--- config.mk ---
export PLATFORM = sky130hd
export DESIGN_NAME = dbrc_top
export DESIGN_NICKNAME = d
export VERILOG_FILES = /design/src/logic/dbrc_bank.v /design/src/logic/dbrc_top.v
export VERILOG_INCLUDE_DIRS = /design/src /design/src/logic
export SDC_FILE = /design/constraint.sdc
export NUM_CORES = 1
export LEC_CHECK = 0
export BUFFER_PORTS_ARGS = -buffer_cell sky130_fd_sc_hd__buf_2
export CAP_MARGIN = 20
export CORE_MARGIN = 4
export CORE_UTILIZATION = 30
export CTS_BUF_LIST = sky130_fd_sc_hd__clkbuf_2
export DETAILED_ROUTE_END_ITERATION = 6
export GPL_TIMING_DRIVEN = 0
export HOLD_SLACK_MARGIN = 0.15
export PLACE_DENSITY = 0.54
export SYNTH_ARGS = -nofsm -noshare
export SYNTH_HDL_FRONTEND = slang
export SYNTH_SLANG_ARGS = --single-unit
--- constraint.sdc ---
create_clock -name clk_i -period 2.2 [get_ports clk_i]
set_clock_uncertainty 0.15 [all_clocks]
set_input_delay 0.33 -clock clk_i [delete_from_list [all_inputs] [get_ports clk_i]]
set_output_delay 0.33 -clock clk_i [all_outputs]
set_load 0.05 [all_outputs]
--- src/logic/dbrc_map.vh ---
/*
 * Constants for the DDR4 bank and refresh command tracker: command
 * pin encodings, field positions and timing figures in nanoseconds.
 * Assumes a 100 MHz core clock and that every user includes it once.
 */
`ifndef DBRC_MAP_VH
`define DBRC_MAP_VH

// ****************************************
// Command decode (cs, act, ras, cas, we)
// ****************************************
`define DBRC_CMD_W 5
`define DBRC_CMD_PRE 5'h0a
`define DBRC_CMD_REF 5'h09
`define DBRC_CMD_WR 5'h0c
`define DBRC_CMD_RD 5'h0d
`define DBRC_CMD_MASK 5'h1f

// ****************************************
// Address fields
// ****************************************
`define DBRC_AP_BIT 10
`define DBRC_ROW_W 18
`define DBRC_BANKS 16

// ****************************************
// Timing figures, ns, and clock period
// ****************************************
`define DBRC_CLK_NS 10
`define DBRC_TRP_NS 14
`define DBRC_TRTP_NS 8
`define DBRC_TWR_NS 15
`define DBRC_TRFC1_NS 350
`define DBRC_TRFC2_NS 260
`define DBRC_TRFC4_NS 160

// ****************************************
// Refresh mode codes
// ****************************************
`define DBRC_RM_1X 2'h0
`define DBRC_RM_2X 2'h1
`define DBRC_RM_4X 2'h2

`endif

--- src/logic/dbrc_bank.v ---
/*
 * One bank of the tracker: open row, precharge timer and the delayed
 * auto-precharge. Assumes commands arrive already decoded and
 * synchronous to clk_i.
 */
`default_nettype none
`include "dbrc_map.vh"

module dbrc_bank #(
	parameter ROW_W = `DBRC_ROW_W,
	parameter TW = 8,
	parameter [7:0] TRP_CYC = 8'h02,
	parameter [7:0] APR_CYC = 8'h01,
	parameter [7:0] APW_CYC = 8'h02
) (
	// Clock and reset
	input wire clk_i,
	input wire rst_i,
	// Decoded commands for this bank
	input wire act_i,
	input wire pre_i,
	input wire rd_ap_i,
	input wire wr_ap_i,
	input wire ref_i,
	input wire [ROW_W-1:0] row_i,
	// Bank state
	output wire open_o,
	output wire [ROW_W-1:0] row_o,
	output wire idle_o
);

	reg open_ff;
	reg [ROW_W-1:0] row_ff;
	reg [TW-1:0] pre_cnt_ff;
	reg [TW-1:0] ap_cnt_ff;
	reg ap_pend_ff;

	assign idle_o = !open_ff && (pre_cnt_ff == {TW{1'b0}});
	assign open_o = open_ff;
	assign row_o = row_ff;

	// ****************************************
	// Row state and precharge timing
	// ****************************************
	// A late precharge restarts the timer from its own edge
	always @(posedge clk_i) begin
		if (rst_i || ref_i) begin
			open_ff <= 1'b0;
			row_ff <= {ROW_W{1'b0}};
			pre_cnt_ff <= {TW{1'b0}};
			ap_cnt_ff <= {TW{1'b0}};
			ap_pend_ff <= 1'b0;
		end else begin
			if (pre_cnt_ff != {TW{1'b0}})
				pre_cnt_ff <= pre_cnt_ff - 1'b1;
			if (act_i) begin
				open_ff <= 1'b1;
				row_ff <= row_i;
			end
			if (pre_i) begin
				open_ff <= 1'b0;
				ap_pend_ff <= 1'b0;
				pre_cnt_ff <= TRP_CYC[TW-1:0];
			end else if (rd_ap_i || wr_ap_i) begin
				// Write waits for the last word to land
				ap_pend_ff <= 1'b1;
				ap_cnt_ff <= wr_ap_i ? APW_CYC[TW-1:0] : APR_CYC[TW-1:0];
			end else if (ap_pend_ff) begin
				if (ap_cnt_ff == {TW{1'b0}}) begin
					ap_pend_ff <= 1'b0;
					open_ff <= 1'b0;
					pre_cnt_ff <= TRP_CYC[TW-1:0];
				end else begin
					ap_cnt_ff <= ap_cnt_ff - 1'b1;
				end
			end
		end
	end

endmodule
`default_nettype wire

--- src/logic/dbrc_top.v ---
/*
 * DDR4 bank and refresh command tracker: decodes command pins into
 * bank state, auto-precharge and refresh blackout with mode select.
 * Assumes pins from the controller arrive in another domain.
 */
// Operation
// - ACTIVATE opens row chosen by group, bank
// - PRECHARGE closes one or all banks
// - PRECHARGE on idle bank restarts timer
// - A10 high on READ/WRITE auto-precharges bank
// - Write auto-precharge waits for last word
// - REFRESH decode: cs, ras, cas low, we high
// - Internal refresh address; banks left idle
// - OTF samples BG0: 1x or set mode
`default_nettype none
`include "dbrc_map.vh"

module dbrc_top #(
	parameter ROW_W = `DBRC_ROW_W,
	parameter NB = `DBRC_BANKS
) (
	// Clock and reset
	input wire clk_i,
	input wire rst_i,
	// Command and address pins from the controller
	input wire cs_n_i,
	input wire act_n_i,
	input wire ras_n_i,
	input wire cas_n_i,
	input wire we_n_i,
	input wire [1:0] bg_i,
	input wire [1:0] ba_i,
	input wire [ROW_W-1:0] addr_i,
	// Fine granularity refresh setting
	input wire otf_en_i,
	input wire [1:0] fgr_mode_i,
	// Bank and refresh status
	output wire [NB-1:0] bank_open_o,
	output wire [NB-1:0] bank_idle_o,
	output reg refresh_busy_o,
	output reg [1:0] ref_rate_o,
	output reg [31:0] ref_count_o
);

	// ****************************************
	// Cycle counts
	// ****************************************
	// Each figure in ns becomes whole clocks, rounded up so that a
	// timing is never shorter than the memory needs
	localparam integer TRP_C = (`DBRC_TRP_NS + `DBRC_CLK_NS - 1) /
		`DBRC_CLK_NS;
	localparam integer APR_C = (`DBRC_TRTP_NS + `DBRC_CLK_NS - 1) /
		`DBRC_CLK_NS;
	localparam integer APW_C = (`DBRC_TWR_NS + `DBRC_CLK_NS - 1) /
		`DBRC_CLK_NS;
	localparam integer RFC1_C = (`DBRC_TRFC1_NS + `DBRC_CLK_NS - 1) /
		`DBRC_CLK_NS;
	localparam integer RFC2_C = (`DBRC_TRFC2_NS + `DBRC_CLK_NS - 1) /
		`DBRC_CLK_NS;
	localparam integer RFC4_C = (`DBRC_TRFC4_NS + `DBRC_CLK_NS - 1) /
		`DBRC_CLK_NS;
	// Refresh state machine codes
	localparam [1:0] ST_IDLE = 2'h0;
	localparam [1:0] ST_RFC = 2'h1;

	// ****************************************
	// Pin synchronisers
	// ****************************************
	// Word layout, top down: command pins, bank bits, address, setting
	localparam CMD_W = `DBRC_CMD_W;
	localparam BANK_W = 4;
	localparam CFG_W = 3;
	localparam SW = CMD_W + BANK_W + ROW_W + CFG_W;
	// Reset word reads as a deselect with every control pin high, so
	// the first edges after reset never decode a phantom activate
	localparam [SW-1:0] SYNC_RST = {{CMD_W{1'b1}}, {(SW-CMD_W){1'b0}}};
	reg [SW-1:0] s1_ff;
	reg [SW-1:0] s2_ff;
	// Two stages on every pin; the first feeds only the second.
	// Pins are synchronised one by one: a command must stand a whole
	// clock and be followed by a deselect, or its bits may mix.
	always @(posedge clk_i) begin
		if (rst_i) begin
			s1_ff <= SYNC_RST;
			s2_ff <= SYNC_RST;
		end else begin
			s1_ff <= {cs_n_i, act_n_i, ras_n_i, cas_n_i, we_n_i, bg_i, ba_i,
				addr_i, otf_en_i, fgr_mode_i};
			s2_ff <= s1_ff;
		end
	end

	wire cs_n = s2_ff[SW-1];
	wire act_n = s2_ff[SW-2];
	wire [3:0] ctl = s2_ff[SW-2:SW-5];
	wire [1:0] bg = s2_ff[SW-6:SW-7];
	wire [1:0] ba = s2_ff[SW-8:SW-9];
	wire [ROW_W-1:0] addr = s2_ff[ROW_W+2:3];
	wire otf = s2_ff[2];
	wire [1:0] fgr = s2_ff[1:0];

	// ****************************************
	// Command decode
	// ****************************************
	// Commands come from the second stage only. Controller spacing
	// (activate gaps, window, precharge time) is not policed here: a
	// command that breaks it is still applied as it stands.
	reg [1:0] st_ff;
	wire live = !cs_n && (st_ff == ST_IDLE);
	wire [4:0] cmd = {cs_n, ctl};
	// Activate ignores the ras/cas/we meaning of those pins
	wire is_act = live && !act_n;
	wire is_ref = live && (cmd == `DBRC_CMD_REF);
	wire is_pre = live && (cmd == `DBRC_CMD_PRE);
	wire is_rd = live && (cmd == `DBRC_CMD_RD);
	wire is_wr = live && (cmd == `DBRC_CMD_WR);
	wire ap = addr[`DBRC_AP_BIT];
	wire [3:0] sel = {bg, ba};

	// ****************************************
	// Bank array
	// ****************************************
	// One tracker per bank; a refresh clears them all at once. The open
	// row is held per bank but nothing here compares against it yet.
	genvar gi;
	generate
		for (gi = 0; gi < NB; gi = gi + 1) begin : g_bank
			localparam integer SLOT = gi;
			wire hit = (sel == SLOT[BANK_W-1:0]);
			dbrc_bank #(
				.ROW_W(ROW_W),
				.TW(8),
				.TRP_CYC(TRP_C[7:0]),
				.APR_CYC(APR_C[7:0]),
				.APW_CYC(APW_C[7:0])
			) u_bank (
				.clk_i(clk_i),
				.rst_i(rst_i),
				.act_i(is_act && hit),
				.pre_i(is_pre && (hit || ap)),
				.rd_ap_i(is_rd && ap && hit),
				.wr_ap_i(is_wr && ap && hit),
				.ref_i(is_ref),
				.row_i(addr),
				.open_o(bank_open_o[gi]),
				.row_o(),
				.idle_o(bank_idle_o[gi])
			);
		end
	endgenerate

	// ****************************************
	// Refresh blackout and mode select
	// ****************************************
	// Blackout length is taken at the refresh edge and kept in the
	// counter, so a mode change during the blackout cannot stretch it
	reg [8:0] rfc_cnt_ff;
	reg [1:0] rate;
	reg [8:0] rfc_len;
	// OTF uses BG0: low picks 1x, high the programmed rate
	always @* begin
		rate = `DBRC_RM_1X;
		if (!otf)
			rate = fgr;
		else if (bg[0])
			rate = fgr;
		// Reserved mode codes fall back to the 1x blackout
		case (rate)
			`DBRC_RM_2X: rfc_len = RFC2_C[8:0];
			`DBRC_RM_4X: rfc_len = RFC4_C[8:0];
			default: rfc_len = RFC1_C[8:0];
		endcase
	end

	// Commands during tRFC are dropped; controller must send DES
	always @(posedge clk_i) begin
		if (rst_i) begin
			st_ff <= ST_IDLE;
			rfc_cnt_ff <= 9'h000;
			refresh_busy_o <= 1'b0;
			ref_rate_o <= `DBRC_RM_1X;
			ref_count_o <= 32'h0000_0000;
		end else begin
			case (st_ff)
				ST_IDLE: begin
					if (is_ref) begin
						st_ff <= ST_RFC;
						rfc_cnt_ff <= rfc_len - 9'h001;
						refresh_busy_o <= 1'b1;
						ref_rate_o <= rate;
						ref_count_o <= ref_count_o + 32'h0000_0001;
					end
				end
				ST_RFC: begin
					if (rfc_cnt_ff == 9'h000) begin
						st_ff <= ST_IDLE;
						refresh_busy_o <= 1'b0;
					end else begin
						rfc_cnt_ff <= rfc_cnt_ff - 9'h001;
					end
				end
				default: st_ff <= ST_IDLE;
			endcase
		end
	end

endmodule
`default_nettype wire

After elaboration in Yosys (flattened, before gate mapping)
Cells that the tools add are included.

Register bits after elaboration: 394. Output and inout bits: 67.

Reduce and logical (&&, ||, !) cells: 243. Bitwise operators: 16. Mux-type cells: 268. Add/subtract/negate cells: 35. Equal/unequal tests: 41.

Operators by type and width (count): $mux 8 (112); $logic_not 8->1 (32); $sub 8x1->8 const B (32); $reduce_bool 8->1 (16); $mux 1 (114); $logic_and 1x1->1 (88); $mux 2 (36); $reduce_and 3->1 (18); $ne 2x1->1 const B (17); $reduce_bool 2->1 (17); $logic_or 1x1->1 (33); $add 32x1->32 const B (1); $eq 4x4->1 const B (8); $reduce_or 2->1 (16); $eq 5x4->1 const B (4); $logic_not 1->1 (18); $mux 9 (2); $pmux 9 s2 (1); $sub 9x1->9 const B (2); $eq 4x3->1 const B (4); $not 1->1 (16); $pmux 6 s2 (1); $logic_not 9->1 (1); $eq 4x2->1 const B (2); 9 further kinds (12).

Logic depth before layout (Yosys ltp)
Depth after elaboration: 8. Gate-level depth with buffers: 13.

Cells and area by module
From an unflattened synthesis, not the netlist that was laid out.

Cell total of the unflattened synthesis: 3255. Area, all modules: 29863.6 um^2.

By module, submodules not included: dbrc_bank (area an instance 1592.8 um^2, seq. area each 720.7 um^2, cells an instance 172, instances 16); dbrc_top (area an instance 4379.2 um^2, seq. area each 2082.0 um^2, cells an instance 503, instances 1).

Worst setup path before layout
OpenSTA, ideal clock, no wires.

Path type: flip-flop to flip-flop. Start: register s2_ff[23]. End: register rfc_cnt_ff[8]. Cell stages (with the launch flop): 13. Period minus slack after synthesis: 2.425 ns. Path slack: -0.225 ns. Arrival: 2.147 ns. Buffers on the path: 2. Path through: dfxtp_1 > buf_6 > buf_2 > nand2b_1 > nand2_1 > inv_1 > ha_1 > mux2i_1 > ha_1 > nand3b_1 > a211oi_1 > xor2_1 > nor2_1.

Cells in the longest elaborated chain, start to end: 7. Elaborated cells on any way between the ends: 8.

Ends and longest elaborated chain: start: declaration (line dbrc_top.v:78) `reg [SW-1:0] s2_ff;`; start signal: assignment (line dbrc_top.v:85) `s2_ff <= SYNC_RST;`; start signal: assignment (line dbrc_top.v:89) `s2_ff <= s1_ff;`; $mux 2 * (line dbrc_top.v:165) `else if (bg[0])`; $mux 2 * (line dbrc_top.v:163) `if (!otf)`; net rate[1] (line dbrc_top.v:158) `reg [1:0] rate;`; $eq 2x2->1 or $eq 2x1->1 (tied branches) (line dbrc_top.v:168) `case (rate)`; $pmux 6 s2 * (line dbrc_top.v:168); $sub 9x1->9 * (line dbrc_top.v:188) `rfc_cnt_ff <= rfc_len - 9'h001;`; $mux 9 * (line dbrc_top.v:186) `if (is_ref) begin`; $pmux 9 s2 * (line dbrc_top.v:184) `case (st_ff)`; end signal: assignment (line dbrc_top.v:188); end signal: assignment (line dbrc_top.v:199) `rfc_cnt_ff <= rfc_cnt_ff - 9'h001;`; end: declaration (line dbrc_top.v:157) `reg [8:0] rfc_cnt_ff;`.

Mark *: on every way through the listed nets, which the timed path passes. The rest lies on a longest branch. The select of a mux whose other input is x is not followed. A chain may end at the register's enable or synchronous reset.

Worst setup path in the final report
Start: register g_bank[3].u_bank.pre_cnt_ff[3]. End: output bank_idle_o[3].

Cells in the longest elaborated chain, start to end: 2.

Ends and longest elaborated chain: start: declaration (line dbrc_bank.v:34) `reg [TW-1:0] pre_cnt_ff;`; start signal: assignment (line dbrc_bank.v:50) `pre_cnt_ff <= {TW{1'b0}};`; start signal: assignment (line dbrc_bank.v:55) `pre_cnt_ff <= pre_cnt_ff - 1'b1;`; start signal: assignment (line dbrc_bank.v:63) `pre_cnt_ff <= TRP_CYC[TW-1:0];`; $logic_not 8->1 (line dbrc_bank.v:38) `assign idle_o = !open_ff && (pre_cnt_ff == {TW{1'b0}});`; $logic_and 1x1->1 (line dbrc_bank.v:38); end: declaration (line dbrc_top.v:39) `output wire [NB-1:0] bank_idle_o,`.

No other way between the ends.

==> summary.txt <==
Outcome
  – Outcome: complete, but fails checks
  – Failing checks: setup timing

Logic synthesis
  – Unique cell type count in the Yosys netlist: 78
  – Syn_nets: between 2,000 and 2,500
  – Summed instance area of the synthesized netlist: 17,800 µm²
  – Fraction of synthesis flops using an asynchronous set or reset pin: 0%
  – Instance count of the mapped netlist: 2,080
  – Count of flip-flops with a built-in enable after synthesis: 0
  – Ys flop type: dfxtp_1
  – Register area share after synthesis: about two fifths
  – #FFs+latches synth: 358
  – Mean area per synthesized cell: roughly 8.5 µm²
  – Synthesis Warnings: 0

Die
  – Count of boundary I/O pins: 99
  – Die height: 251 µm
  – CORE AREA: 58,100 µm²
  – Die W: 251 µm
  – Initial core utilization: between 30% and 40%
  – Die ar.: 63,200 µm²
  – Num rows: 88

Power
  – Ratio of total power to cell area: 994 nW/µm²
  – Largest voltage drop on the vdd net: approximately 0.67 mV
  – Static leakage: 10.9 nW
  – Total Power: 25.6 mW

STA
  – Share of the clock period used by the worst path: 148%
  – Number of hold violations in the final report: 0
  – Count of endpoints failing setup in the final report: 69
  – Actual transition at the worst max-transition pin: 0.711 ns
  – Number of max-slew violations in the final report: 0
  – Maximum frequency from static timing analysis: 308 MHz
  – Accumulated negative setup slack: -11.88 ns
  – Slack of the critical path: -1.05 ns
  – Final critical-path required period: around 3.2 ns
  – Unrepaired setup endpoints after global routing: yes
  – Worst max-slew margin expressed relative to the limit: 52.6%

Clock network
  – Total number of H-tree levels: 3
  – Worst-skew pair later-pin latency: approximately 1.1 ns
  – Number of buffers inserted during clock tree synthesis: 95
  – TritonCTS clock tree: built
  – Cell at the root of the clock tree: clkbuf_2
  – Clock sinks: 358
  – Clock transition at path regs: ~0.10 ns
  – Largest buffer count on any clock path: 3

Global route
  – Number of global-route vias before repair: between 15,000 and 20,000
  – Overall Global Routing Usage: roughly 16%
  – Remaining global-route overflow: 0
  – Wire length of the first global-routing pass: 86.1 mm
  – Number of antenna violations at the first check in global routing: 3
  – Largest net degree at the start of global routing: 14

Worst setup path
  – Required time at the endpoint of the critical path: 1.72 ns
  – Slowest cell on the critical path: or4_4
  – Endpoint arrival time on the critical path: approximately 2.8 ns
  – Cell Chain, Critical Path: or4_4 -> or4b_4 -> nor2_4 -> buf_8
  – Type of destination of the critical path: output port
  – Path type of the worst setup path: reg2out
  – Maximum fanout count along the critical path: 2
  – Worst setup SP type: register
  – Slowest stage delay, CP: 0.54 ns

Route
  – Antenna viol nets, final: 0
  – Pre-Repair DR Iteration Count: 7
  – DR iter-0 viols: 1,052
  – DRC violations left: 0
  – Total number of vias: 17,400
  – Final wirelength: 55.6 mm
  – Routed length per placed instance: ~16 µm
  – Routed vias/inst: 5.07

Place
  – Port-buffer cells: 80
  – GPL Wtd Cong: 0.876
  – Dpl hpwl: 32.7 mm

Final layout
  – Final layout net count: 2,677
  – Layout fillers: 5,532
  – Layout Area Growth over Synthesis: 44.8%
  – Share of final-layout standard cells stronger than drive strength 1: 37.0%

Worst hold path
  – Path category of the worst min-delay check: reg2reg

Run
  – Number of violations of the max-capacitance limit: 0
-- layout make-up --
type / instances / area (µm²) / area share, %
Antenna cell: 5 / 12.5 / 0.0486
Buffer: 80 / 738 / 2.87
Clock buffer: 145 / 726 / 2.82
Clock inverter: 28 / 214 / 0.832
Inverter: 90 / 345 / 1.34
Multi-Input combinational cell: 1536 / 11300 / 43.8
Sequential cell: 358 / 7460 / 29.0
Tap cell: 765 / 957 / 3.72
Timing Repair Buffer: 416 / 4000 / 15.5
-- cell usage after synthesis, drive strengths merged, types with 3 or more instances --
cell type | instances | share of area, %
mux2i | 21 | 1.2
a21oi | 82 | 2.3
or4 | 44 | 1.9
and4b | 5 | 0.28
nor4b | 7 | 0.54
nand3 | 94 | 2.7
o21ai | 76 | 2.4
xnor2 | 72 | 3.6
a31oi | 23 | 0.85
and4 | 6 | 0.30
nor4 | 43 | 1.5
nand4b | 3 | 0.15
nor2b | 18 | 0.63
nand4 | 42 | 1.5
o211a | 10 | 0.56
nor2 | 330 | 7.0
dfxtp | 358 | 40
nand4bb | 6 | 0.38
nand2b | 13 | 0.46
ha | 68 | 4.8
or2 | 16 | 0.56
a22o | 3 | 0.15
xor2 | 109 | 5.4
o31a | 3 | 0.15
a211oi | 15 | 0.63
o41ai | 3 | 0.15
or3 | 48 | 1.7
nor3 | 58 | 2.0
and3 | 15 | 0.56
o21a | 3 | 0.13
clkbuf | 32 | 0.68
or4b | 7 | 0.44
o41a | 5 | 0.32
o211ai | 76 | 3.6
nor3b | 17 | 0.72
inv | 90 | 1.9
and4bb | 6 | 0.42
buf | 64 | 2.3
nand2 | 155 | 3.3
o31ai | 8 | 0.34
nand3b | 4 | 0.17
-- flip-flops by register name, summed over array words and instances, names as in the netlist --
signal                    flops
g_bank.u_bank.open_o         16
g_bank.u_bank.pre_cnt_ff    128
s1_ff                        13
s2_ff                        13
ref_rate_o                    2
g_bank.u_bank.ap_cnt_ff     128
g_bank.u_bank.ap_pend_ff     16
ref_count_o                  32
rfc_cnt_ff                    9
refresh_busy_o                1
-- critical path: cells and delay by family, from the launching register on --
kind	cells	cell delay [ns]
AND/OR/NAND/NOR	3	1.20
buffers and inverters	1	0.15
flip-flops	1	0.33
-- path summary, 6_finish.rpt --
| path | slack [ns] | startpoint | to | cells past startpoint |
|---|---|---|---|---|
| worst max-delay path | -1.05 | g_bank[3].u_bank.pre_cnt_ff[3] | bank_idle_o[3] | 4 |
| worst min register to register | 0.26 | s1_ff[28] | s2_ff[28] | 1 |
| worst max register to register | -0.18 | s2_ff[23] | rfc_cnt_ff[6] | 12 |
| worst min-delay path | 0.26 | s1_ff[28] | s2_ff[28] | 1 |
-- per-stage QoR --
| step | hold slack, ns | cell area [µm²] | util (%) | cells | worst slack, ns |
|---|---|---|---|---|---|
| 5_1_grt | 0.283 | 25700 | 44.2 | 3422 | -1.23 |
| 3_3_place_gp | 0.251 | 19200 | 33.0 | 2925 | -1.41 |
| 3_5_place_dp | 0.247 | 19200 | 33.0 | 2926 | -1.42 |
| 4_1_cts | 0.277 | 24000 | 41.3 | 3324 | -1.31 |
| 2_1_floorplan | 0.239 | 17800 | - | 2080 | -0.0203 |
| 6_report | 0.262 | 25700 | 44.2 | 3423 | -1.05 |
-- layer usage --
metal  track usage, %  vias up  wire length [µm]
li1                 -     8406                 -
met1             20.3     8288             23800
met2             27.6      529             26600
met3             4.10      131              3620
met4             6.37        0              1530
met5                0        -                 0
-- cell families (layout without fill, tap and decap cells) --
family | after synthesis | in the layout | share of synthesized area, %
flops | 358 | 358 | 40.4
simple gates | 944 | 944 | 27.5
fa+ha+maj | 68 | 68 | 4.79
buf+inv | 186 | 759 | 4.90
other cells | 0 | 5 | 0
xor+xnor | 181 | 181 | 8.93
compound gates | 320 | 320 | 12.2
mux | 23 | 23 | 1.31
-- placed cells by master, fill, tap and decap left out, types with 41 or more instances in the layout --
master and instances:
clkbuf_2 152, xnor2_1 70, buf_6 89, dfxtp_2 59
xor2_1 109, nand2_1 138, buf_8 72, nor2_1 306
o21ai_0 43, ha_1 60, dlygate4sd3_1 41, a21oi_1 66
dfxtp_1 241, nor3_1 44, inv_1 77, buf_4 244
o211ai_1 64, dfxtp_4 58, nand4_1 42, nand3_1 72
-- where the power goes --
part / leakage [nW] / switching (mW) / internal, mW
registers: 2.98 / 1.19 / 7.66
clock network: 0.700 / 2.93 / 2.21
logic: 7.19 / 5.52 / 6.04
-- timing repair --
item | CTS | global route
setup endpoints to repair | 392 | 287
hold endpoints to repair | 141 | 0
pin swaps | 129 | 184
hold buffers | 41 | 0
buffers inserted | 213 | 117
gates resized for setup | 618 | 260
cloned | 0 | 5
Power figures use the tool's default switching activity.
